File: src/hdl/acs_pkg.sv
// constants, encodings and tables for the conversion sequencer
package acs_pkg;

  // ****************************************
  // timing
  // ****************************************
  localparam int unsigned CLK_MHZ = 20;
  localparam int unsigned DELAY_STEP_US = 2000;
  localparam int unsigned ADC_DW = 20;

  // ****************************************
  // register offsets
  // ****************************************
  localparam logic [7:0] CONFIG_OFF = 8'h00;
  localparam logic [7:0] ADC_CONFIG_OFF = 8'h04;
  localparam logic [7:0] SHUNT_CAL_OFF = 8'h08;
  localparam logic [7:0] SHUNT_RES_OFF = 8'h0C;
  localparam logic [7:0] BUS_RES_OFF = 8'h10;
  localparam logic [7:0] TEMP_RES_OFF = 8'h14;
  localparam logic [7:0] CURRENT_OFF = 8'h18;
  localparam logic [7:0] POWER_OFF = 8'h1C;
  localparam logic [7:0] ENERGY_OFF = 8'h20;
  localparam logic [7:0] CHARGE_OFF = 8'h24;
  localparam logic [7:0] DIAG_ALERT_OFF = 8'h28;

  // ****************************************
  // fields and reset values
  // ****************************************
  localparam int unsigned MODE_LSB = 12;
  localparam int unsigned MODE_CONT_BIT = 15;
  localparam int unsigned BUS_CT_LSB = 9;
  localparam int unsigned SHUNT_CT_LSB = 6;
  localparam int unsigned TEMP_CT_LSB = 3;
  localparam int unsigned AVG_LSB = 0;
  localparam int unsigned FLAG_BIT = 1;
  localparam logic [7:0] CONFIG_RST = 8'h00;
  localparam logic [15:0] ADC_CONFIG_RST = 16'hFB68;
  localparam logic [14:0] SHUNT_CAL_RST = 15'h0000;

  // ****************************************
  // channels and states
  // ****************************************
  localparam logic [1:0] CH_SHUNT = 2'h0;
  localparam logic [1:0] CH_BUS = 2'h1;
  localparam logic [1:0] CH_TEMP = 2'h2;
  localparam logic [1:0] CH_NONE = 2'h3;

  typedef enum logic [1:0] {ST_OFF, ST_DELAY, ST_CONV} acs_state_e;

  // conversion period in microseconds per code
  function automatic int unsigned ct_us(input logic [2:0] code);
    case (code)
      3'h0: ct_us = 50;
      3'h1: ct_us = 84;
      3'h2: ct_us = 150;
      3'h3: ct_us = 280;
      3'h4: ct_us = 540;
      3'h5: ct_us = 1052;
      3'h6: ct_us = 2074;
      default: ct_us = 4120;
    endcase
  endfunction : ct_us

  // averaging count is one shifted left by this amount
  function automatic logic [3:0] avg_shift(input logic [2:0] code);
    case (code)
      3'h0: avg_shift = 4'h0;
      3'h1: avg_shift = 4'h2;
      3'h2: avg_shift = 4'h4;
      3'h3: avg_shift = 4'h6;
      3'h4: avg_shift = 4'h7;
      3'h5: avg_shift = 4'h8;
      3'h6: avg_shift = 4'h9;
      default: avg_shift = 4'hA;
    endcase
  endfunction : avg_shift

  // first enabled channel at or after start, CH_NONE if none
  function automatic logic [1:0] next_chan(input logic [2:0] en, input logic [1:0] start);
    next_chan = CH_NONE;
    for (int i = 2; i >= 0; i--)
    begin
      if (en[i] && (2'(i) >= start))
      begin
        next_chan = 2'(i);
      end
    end
  endfunction : next_chan

endpackage : acs_pkg

File: src/hdl/acs_avg_if.sv
// averaging accumulator connection between sequencer and accumulator
interface acs_avg_if #(parameter int unsigned DW = 20);
  logic add;
  logic clear;
  logic [1:0] chan;
  logic signed [DW-1:0] sample;
  logic [3:0] shift;
  logic signed [DW-1:0] avg [3];

  modport seq (output add, output clear, output chan, output sample, output shift, input avg);
  modport acc (input add, input clear, input chan, input sample, input shift, output avg);
endinterface : acs_avg_if

File: src/hdl/acs_avg_acc.sv
// per-channel averaging accumulators
module acs_avg_acc
  import acs_pkg::*;
#(
  parameter int unsigned DW = ADC_DW
)
(
  input wire logic pclk,
  input wire logic presetn,
  input wire logic ce,
  acs_avg_if.acc a
);

  localparam int unsigned AW = DW + 10;

  // ****************************************
  // one accumulator per measured input
  // ****************************************
  for (genvar i = 0; i < 3; i++)
  begin : g_ch
    logic signed [AW-1:0] acc_q;
    logic signed [AW-1:0] shifted;

    always_ff @(posedge pclk or negedge presetn)
    begin
      if (!presetn)
        acc_q <= '0;
      else if (ce)
      begin
        if (a.clear)
          acc_q <= '0;
        else if (a.add && (a.chan == 2'(i)))
          acc_q <= acc_q + AW'(a.sample);
      end
    end

    assign shifted = acc_q >>> a.shift;
    assign a.avg[i] = shifted[DW-1:0];
  end

endmodule : acs_avg_acc

File: src/hdl/acs_seq_top.sv
// conversion sequencer with apb register file and result math
//
// Chosen here: the register offsets and the APB slave port.

// Notes on behaviour
// mode field selects shunt, bus, temperature
// shunt samples are signed, both directions
// without averaging each result loads at once
// separate conversion period per input
// enabled inputs convert one after another
// averaging accumulates, outputs load at count
// results hold until next complete result; averaged load zeroes results of disabled inputs
// continuous mode repeats sequence forever
// triggered mode runs once then shuts down
// mode write aborts and restarts conversion
// done flag set after whole sequence
// flag clears on diag read, non-shutdown setup write
// current, power, charge, energy in background
// host ignores accumulation in triggered mode
// start delay in 2 ms steps, default zero
// filter follows selected conversion period
// averaging count shared by all inputs
// power uses latest current and bus
// zero calibration reports zero power, charge
// energy and charge accumulate, not averaged
// start delay only after mode write
// accumulator cleared after each average
module acs_seq_top
  import acs_pkg::*;
#(
  parameter int unsigned CYCLES_PER_US = CLK_MHZ,
  parameter int unsigned DW = ADC_DW
)
(
  input wire logic pclk,
  input wire logic presetn,
  input wire logic ce,
  input wire logic psel,
  input wire logic penable,
  input wire logic pwrite,
  input wire logic [7:0] paddr,
  input wire logic [31:0] pwdata,
  output logic [31:0] prdata,
  output logic pready,
  output logic pslverr,
  input wire logic signed [DW-1:0] adc_sample,
  output logic [1:0] adc_mux_sel,
  output logic [2:0] adc_rate,
  output logic adc_run,
  output logic conversion_done_flag
);

  // ****************************************
  // state
  // ****************************************
  acs_state_e st_q, st_d;
  logic [1:0] chan_q, chan_d;
  logic [31:0] timer_q, timer_d;
  logic [9:0] pass_q, pass_d;
  logic load_q;
  logic flag_q;
  logic [7:0] cfg_q;
  logic [15:0] adc_cfg_q;
  logic [14:0] cal_q;
  logic signed [DW-1:0] shunt_res_q, bus_res_q, temp_res_q, current_q, last_cur_q;
  logic signed [23:0] power_q;
  logic [31:0] energy_q, charge_q;
  logic [31:0] prdata_q;
  logic pready_q, pslverr_q;
  logic [1:0] mux_q;
  logic [2:0] rate_q;
  logic run_q;

  acs_avg_if #(.DW(DW)) avg_i ();

  acs_avg_acc #(.DW(DW)) u_acc (
    .pclk(pclk),
    .presetn(presetn),
    .ce(ce),
    .a(avg_i.acc)
  );

  // ****************************************
  // apb decode
  // ****************************************
  logic access, wr_done, rd_done, cfg_wr, diag_rd, mapped;
  assign access = psel && penable && !pready_q;
  assign wr_done = psel && penable && pready_q && pwrite && !pslverr_q;
  assign rd_done = psel && penable && pready_q && !pwrite;
  assign cfg_wr = wr_done && (paddr == ADC_CONFIG_OFF);
  assign diag_rd = rd_done && (paddr == DIAG_ALERT_OFF);
  assign mapped = (paddr[1:0] == 2'h0) && (paddr <= DIAG_ALERT_OFF);

  // new setting takes effect in the same cycle as its write
  logic [15:0] cfg_new;
  logic [2:0] en_w;
  logic cont_w;
  logic [3:0] shift_w;
  logic [9:0] avg_last;
  logic single;
  assign cfg_new = cfg_wr ? pwdata[15:0] : adc_cfg_q;
  // input enables from mode field
  assign en_w = cfg_new[MODE_LSB+:3];
  assign cont_w = cfg_new[MODE_CONT_BIT];
  // one count for every input
  assign shift_w = avg_shift(cfg_new[AVG_LSB+:3]);
  assign avg_last = 10'((11'h001 << shift_w) - 11'h001);
  assign single = (shift_w == 4'h0);

  // period per input, counted in clock cycles
  function automatic logic [2:0] ct_code(input logic [15:0] c, input logic [1:0] ch);
    case (ch)
      CH_SHUNT: ct_code = c[SHUNT_CT_LSB+:3];
      CH_BUS: ct_code = c[BUS_CT_LSB+:3];
      default: ct_code = c[TEMP_CT_LSB+:3];
    endcase
  endfunction : ct_code

  function automatic logic [31:0] ct_load(input logic [15:0] c, input logic [1:0] ch);
    ct_load = 32'(ct_us(ct_code(c, ch)) * CYCLES_PER_US) - 32'h1;
  endfunction : ct_load

  logic [1:0] first_ch, follow_ch;
  logic [31:0] delay_load;
  logic conv_end, seq_end, final_pass;
  assign first_ch = next_chan(en_w, CH_SHUNT);
  assign follow_ch = next_chan(en_w, 2'(chan_q + 2'h1));
  // delay steps of 2 ms, zero means none
  assign delay_load = 32'(32'(cfg_q) * DELAY_STEP_US * CYCLES_PER_US) - 32'h1;
  assign conv_end = (st_q == ST_CONV) && (timer_q == 32'h0) && !cfg_wr;
  assign seq_end = conv_end && (follow_ch == CH_NONE);
  assign final_pass = seq_end && (pass_q == avg_last);

  // ****************************************
  // sequencer
  // ****************************************
  always_comb
  begin
    st_d = st_q;
    chan_d = chan_q;
    timer_d = timer_q;
    pass_d = pass_q;
    // setup write aborts and restarts
    if (cfg_wr)
    begin
      pass_d = 10'h000;
      chan_d = first_ch;
      if (en_w == 3'h0)
        st_d = ST_OFF;
      // delay applied only here
      else if (cfg_q != 8'h00)
      begin
        st_d = ST_DELAY;
        timer_d = delay_load;
      end
      else
      begin
        st_d = ST_CONV;
        timer_d = ct_load(cfg_new, first_ch);
      end
    end
    else
    begin
      case (st_q)
        ST_OFF: st_d = ST_OFF;
        ST_DELAY:
        begin
          if (timer_q != 32'h0)
            timer_d = timer_q - 32'h1;
          else
          begin
            st_d = ST_CONV;
            chan_d = first_ch;
            timer_d = ct_load(cfg_new, first_ch);
          end
        end
        ST_CONV:
        begin
          if (timer_q != 32'h0)
            timer_d = timer_q - 32'h1;
          // step to next enabled input
          else if (follow_ch != CH_NONE)
          begin
            chan_d = follow_ch;
            timer_d = ct_load(cfg_new, follow_ch);
          end
          else
          begin
            // repeat sequence until count reached
            pass_d = final_pass ? 10'h000 : 10'(pass_q + 10'h001);
            chan_d = first_ch;
            timer_d = ct_load(cfg_new, first_ch);
            // last averaging pass then shutdown
            // continuous mode loops
            if (final_pass && !cont_w)
              st_d = ST_OFF;
          end
        end
        default: st_d = ST_OFF;
      endcase
    end
  end

  always_ff @(posedge pclk or negedge presetn)
  begin
    if (!presetn)
    begin
      st_q <= ST_OFF;
      chan_q <= CH_SHUNT;
      timer_q <= 32'h0;
      pass_q <= 10'h000;
      load_q <= 1'b0;
    end
    else if (ce)
    begin
      st_q <= st_d;
      chan_q <= chan_d;
      timer_q <= timer_d;
      pass_q <= pass_d;
      load_q <= final_pass && !single;
    end
  end

  // ****************************************
  // averaging and result math
  // ****************************************
  // clear after each average and on restart
  assign avg_i.clear = load_q || cfg_wr;
  assign avg_i.add = conv_end && !single;
  assign avg_i.chan = chan_q;
  // signed shunt samples
  assign avg_i.sample = adc_sample;
  assign avg_i.shift = shift_w;

  // math runs beside conversion, no extra time
  logic signed [DW-1:0] cur_src, bus_src, cur_now, pwr_cur;
  logic signed [DW+15:0] cur_prod;
  logic signed [2*DW:0] pwr_prod;
  logic signed [23:0] pwr_now;
  assign cur_src = load_q ? avg_i.avg[0] : adc_sample;
  assign bus_src = load_q ? avg_i.avg[1] : adc_sample;
  assign cur_prod = cur_src * $signed({1'b0, cal_q});
  assign cur_now = cur_prod[DW+14:15];
  // latest current times latest bus voltage
  assign pwr_cur = load_q ? cur_now : last_cur_q;
  assign pwr_prod = pwr_cur * $signed({1'b0, bus_src});
  assign pwr_now = pwr_prod[2*DW-1:2*DW-24];

  always_ff @(posedge pclk or negedge presetn)
  begin
    if (!presetn)
    begin
      shunt_res_q <= '0;
      bus_res_q <= '0;
      temp_res_q <= '0;
      current_q <= '0;
      last_cur_q <= '0;
      power_q <= '0;
      energy_q <= 32'h0;
      charge_q <= 32'h0;
    end
    else if (ce)
    begin
      // accumulate every conversion, not averaged
      if (conv_end && (chan_q == CH_SHUNT))
      begin
        last_cur_q <= cur_now;
        charge_q <= charge_q + 32'(cur_now);
      end
      if (conv_end && (chan_q == CH_BUS))
        energy_q <= energy_q + 32'(pwr_now);
      // immediate per-input update
      if (conv_end && single)
      begin
        case (chan_q)
          CH_SHUNT:
          begin
            shunt_res_q <= adc_sample;
            current_q <= cur_now;
          end
          CH_BUS:
          begin
            bus_res_q <= adc_sample;
            power_q <= pwr_now;
          end
          default: temp_res_q <= adc_sample;
        endcase
      end
      // outputs change on complete results; averaged load also zeroes disabled inputs
      if (load_q)
      begin
        shunt_res_q <= avg_i.avg[0];
        bus_res_q <= avg_i.avg[1];
        temp_res_q <= avg_i.avg[2];
        current_q <= cur_now;
        power_q <= pwr_now;
      end
    end
  end

  // ****************************************
  // registers and bus answer
  // ****************************************
  logic flag_set, flag_clr, cal_zero;
  // set once sequence and averaging finish
  assign flag_set = (final_pass && single) || load_q;
  // diag read or non-shutdown setup write
  assign flag_clr = diag_rd || (cfg_wr && (en_w != 3'h0));
  // zero calibration hides power, energy and charge
  assign cal_zero = (cal_q == 15'h0000);

  logic [31:0] rd_mux;
  always_comb
  begin
    rd_mux = 32'h0;
    case (paddr)
      CONFIG_OFF: rd_mux = {24'h0, cfg_q};
      ADC_CONFIG_OFF: rd_mux = {16'h0, adc_cfg_q};
      SHUNT_CAL_OFF: rd_mux = {17'h0, cal_q};
      SHUNT_RES_OFF: rd_mux = 32'({1'b0, shunt_res_q});
      BUS_RES_OFF: rd_mux = 32'({1'b0, bus_res_q});
      TEMP_RES_OFF: rd_mux = 32'({1'b0, temp_res_q});
      CURRENT_OFF: rd_mux = 32'({1'b0, current_q});
      POWER_OFF: rd_mux = cal_zero ? 32'h0 : {8'h0, power_q};
      ENERGY_OFF: rd_mux = cal_zero ? 32'h0 : energy_q;
      CHARGE_OFF: rd_mux = cal_zero ? 32'h0 : charge_q;
      DIAG_ALERT_OFF: rd_mux = 32'(flag_q) << FLAG_BIT;
      default: rd_mux = 32'h0;
    endcase
  end

  always_ff @(posedge pclk or negedge presetn)
  begin
    if (!presetn)
    begin
      cfg_q <= CONFIG_RST;
      adc_cfg_q <= ADC_CONFIG_RST;
      cal_q <= SHUNT_CAL_RST;
      flag_q <= 1'b0;
      prdata_q <= 32'h0;
      pready_q <= 1'b0;
      pslverr_q <= 1'b0;
      mux_q <= CH_SHUNT;
      rate_q <= 3'h0;
      run_q <= 1'b0;
    end
    else if (ce)
    begin
      pready_q <= access;
      pslverr_q <= access && !mapped;
      if (access)
        prdata_q <= pwrite ? 32'h0 : rd_mux;
      if (wr_done && (paddr == CONFIG_OFF))
        cfg_q <= pwdata[7:0];
      if (cfg_wr)
        adc_cfg_q <= pwdata[15:0];
      if (wr_done && (paddr == SHUNT_CAL_OFF))
        cal_q <= pwdata[14:0];
      if (flag_set)
        flag_q <= 1'b1;
      else if (flag_clr)
        flag_q <= 1'b0;
      mux_q <= chan_d;
      // filter rate follows the active period
      rate_q <= ct_code(cfg_new, chan_d);
      run_q <= (st_d == ST_CONV);
    end
  end

  assign prdata = prdata_q;
  assign pready = pready_q;
  assign pslverr = pslverr_q;
  assign adc_mux_sel = mux_q;
  assign adc_rate = rate_q;
  assign adc_run = run_q;
  assign conversion_done_flag = flag_q;

endmodule : acs_seq_top

File: config.mk
export PLATFORM = sky130hd
export DESIGN_NAME = acs_seq_top
export DESIGN_NICKNAME = d
export VERILOG_FILES = /design/src/hdl/acs_pkg.sv /design/src/hdl/acs_avg_if.sv /design/src/hdl/acs_avg_acc.sv /design/src/hdl/acs_seq_top.sv
export SDC_FILE = /design/constraint.sdc
export NUM_CORES = 2
export LEC_CHECK = 0
export ABC_CLOCK_PERIOD_IN_PS = 18500
export BUFFER_PORTS_ARGS = -buffer_cell sky130_fd_sc_hd__buf_2
export CORE_ASPECT_RATIO = 0.5
export CORE_MARGIN = 5
export CORE_UTILIZATION = 40
export CTS_CLUSTER_DIAMETER = 120
export DETAILED_ROUTE_END_ITERATION = 10
export SLEW_MARGIN = 20
export SYNTH_ARGS = -nofsm -noshare
export SYNTH_HDL_FRONTEND = slang
export SYNTH_SLANG_ARGS = --single-unit
File: constraint.sdc
create_clock -name pclk -period 18.5 [get_ports pclk]
set_input_delay 3.7 -clock pclk [delete_from_list [all_inputs] [get_ports pclk]]
set_output_delay 3.7 -clock pclk [all_outputs]
set_load 0.005 [all_outputs]
==> results by group <==
Status
  – Status: complete, but fails checks
  – Failing checks: negative setup slack

Timing
  – Final Cycle Share: 112%
  – Unrepaired setup endpoints after global routing: yes
  – Fmax: 48.4 MHz
  – Count of final setup violators: 24
  – Worst-margin pin slew: 1190 ps
  – Slew Limit Headroom: 20.7%
  – Hold Vio Cnt, Final: 0
  – Post-Route Skew: 62.2 ps
  – Fin crit period: 20650 ps
  – Setup WS post-layout: -2150 ps
  – Setup TNS: -28150 ps
  – Final slew viol count: 0

Clocking
  – Latest clock arrival within the worst-skew pair: 640 ps
  – CTS Sinks: 403
  – Max clock buf depth: 3
  – CTS buffer count: 46
  – CTS tree: built
  – CTS Root Cell: clkbuf_16
  – Clock transition at the registers of the reported paths: 60 ps
  – H-tree depth: 2

Finish
  – Fin nets: 8099
  – Finished Core Util: 47.9%
  – Fillers: 13000
  – P&R area growth vs syn: 19.2%
  – Layout cells sized above 1: 18.1%
  – Finished Layout Cells: 8745

Worst setup path
  – Max Fanout on Critical Path: 6
  – Startpoint class of the critical path: input pin
  – CP required: 19000 ps
  – Worst path most repeated cell: fa_1
  – Slowest CP cell: fa_1
  – Crit end category: register
  – Worst Setup Path Type: input pin to register
  – R2R setup slack: 760 ps
  – Max incr delay on CP: 570 ps
  – Worst EP arrival: 21160 ps

Global routing
  – GRT overflow: 0
  – Largest net degree at the start of global routing: 101
  – Vias in the first global route: 47400
  – First-pass GRT wire length: 283 mm
  – Initial antenna violation count: 10
  – Tot GR Track Use: 24.7%

Hold path
  – Worst min path class: register to register

Synthesis
  – Synth Area in Simple Gates: 15.2%
  – Largest family of logic cells by synthesized area: adder cells
  – Number of cells produced by synthesis: 6340
  – Syn_area_per_cell: 8.69 sq um
  – Mux contribution to synthesized area: 5.37%
  – Post-synth top area cell: fa_1
  – Post-synth cell types: 97
  – Adder-Cell Fraction of Synth Area: 34.8%
  – Synth Area in Compound Gates: 14.2%
  – Post-synthesis cell area: 0.0551 sq mm
  – Syn. warnings: 0
  – Area share of the largest cell type after synthesis: 23.3%
  – Synth Register Bits: 403
  – Top cells by count, synth: inv_1, nand2_1, fa_1
  – Sequential share of the synthesized area: 18.3%
  – Synth area leaders: fa_1, dfrtp_1, ha_1
  – Async S/R FF share, synth: 100%
  – Most numerous cell in the Yosys netlist: inv_1
  – Top FF cell, synth: dfrtp_1
  – Post-Synth XOR/XNOR Area: 4.13%
  – Number of synthesized flops with an enable pin: 0

Place
  – Placed insts: 8594
  – DP HPWL: 142 mm
  – Port Buffers: 90
  – Setup WS pre-CTS: -3450 ps
  – RD Place Congestion: 0.937

Route
  – DRT met1 WL: 82.8 mm
  – DR pass1 iterations: 6
  – Vias post-DR: 47600
  – Wire length per cell: 20.7 microns
  – DR iter-0 viols: 4140
  – Met2 WL: 75.7 mm
  – Final wirelength: 181 mm
  – Vias per cell: 5.45
  – Metal3 WL: 17.7 mm
  – Residual DRC count: 0
  – Post-route ant nets: 0
  – Max layer used: met5

Floorplan
  – FP Rows: 96
  – Die W: 535 microns
  – # IOs: 107
  – Initial Utilization: 40.2%
  – Area of the die: 0.146 sq mm
  – Core ar.: 0.137 sq mm
  – Die Y: 272 microns

Pwr
  – Pwr/cell area: 47.9 mW/mm^2
  – Worst vdd ir: 0.0000673 V
  – Total power: 3.15 mW
  – Pleak: 32.5 nW

Job
  – # Max-Cap Violations: 0
power breakdown:
group | total [mW] | internal (mW) | switching, mW
clock network | 0.984 | 0.551 | 0.433
registers | 1.05 | 0.957 | 0.0922
logic | 1.11 | 0.465 | 0.647
total | 3.15 | 1.97 | 1.17
through the flow:
step	hold WS (ps)	cell area [sq um]
final	479	65700
after global routing	501	65600
after CTS	480	64800
after detailed placement	464	62100
after global placement	458	62100
after floorplan	442	55500
cells in the final DEF (no fill, tap or decap), types with 30 or more instances in the layout:
cell type / count
a222oi_1: 33
a22o_1: 30
o21ai_1: 30
fa_1: 631
and2_1: 145
nand2b_1: 50
buf_6: 39
buf_2: 87
and3_1: 41
inv_1: 870
nand2_1: 864
a22oi_1: 65
dfrtp_1: 392
buf_4: 610
a21oi_2: 33
nor3_1: 77
ha_1: 488
nand3_1: 68
o31ai_1: 50
xor2_1: 71
nor2_1: 453
a21o_1: 62
mux2_2: 96
xnor2_1: 160
mux2i_1: 131
o21ai_0: 289
or3_1: 33
o21bai_1: 68
clkbuf_16: 47
a21oi_1: 241
layer usage:
| layer | track usage [%] | vias up |
|---|---|---|
| met4 | 6.12 | 2 |
| met1 | 36.2 | 23500 |
| met3 | 5.75 | 261 |
| li1 | - | 22100 |
| met2 | 36.8 | 1756 |
| met5 | 0 | - |
flip-flops by register name, summed over array words and instances, names as in the netlist, 2 cells and up:
register / flops
adc_rate: 3
adc_cfg_q: 16
power_q: 24
prdata: 32
u_acc.g_ch.acc_q: 90
cal_q: 15
current_q: 20
energy_q: 32
temp_res_q: 20
timer_q: 32
pass_q: 10
charge_q: 32
bus_res_q: 20
cfg_q: 8
last_cur_q: 20
adc_mux_sel: 2
st_q: 2
shunt_res_q: 20
path summary, 6_finish.rpt:
| path | start | end | cells after the start |
|---|---|---|---|
| max | paddr[4] | energy_q[30] | 84 |
| min | prdata[20] | prdata[20] | 2 |
| max reg2reg | pready | energy_q[30] | 83 |
| min reg2reg | prdata[20] | prdata[20] | 2 |
| max in group asynchronous | presetn | energy_q[30] | 3 |
| min in group asynchronous | presetn | u_acc.g_ch[0].acc_q[17] | 1 |
kinds of logic after synthesis:
logic type	after synthesis
and+or+nand+nor	1893
AOI/OAI and AO/OA	1201
buffers and inverters	1162
adders and majority gates	1145
DFF	403
muxes	276
xor gates and xnor gates	258
other	2
critical path: cells and delay by family:
kind | cells | cell delay [ps]
compound gates | 29 | 4660
xor+xnor | 2 | 310
fa+ha+maj | 17 | 7590
buf+inv | 25 | 3030
mux | 2 | 330
simple gates | 9 | 1460
area by class of cell:
class                   count  area (sq um)  share of cell area, %
diodes                      8          20.0                 0.0305
repair buffers            772          6160                   9.38
well taps                1813          2270                   3.45
inverters                 889          3340                   5.08
flip-flops and latches    403         10100                   15.4
clock buffers              69          1390                   2.11
multi-input cells        4776         42200                   64.3
clock inverters            15           196                  0.299
what timing repair did:
item | 4_1_cts | 5_1_grt
endpoints found under the setup margin | 39 | 41
hold buffers | 0 | 0
resized for setup | 132 | 174
buffers inserted | 49 | 29
pin swaps | 94 | 88
gates cloned | 1 | 1
Power figures use the tool's default switching activity.
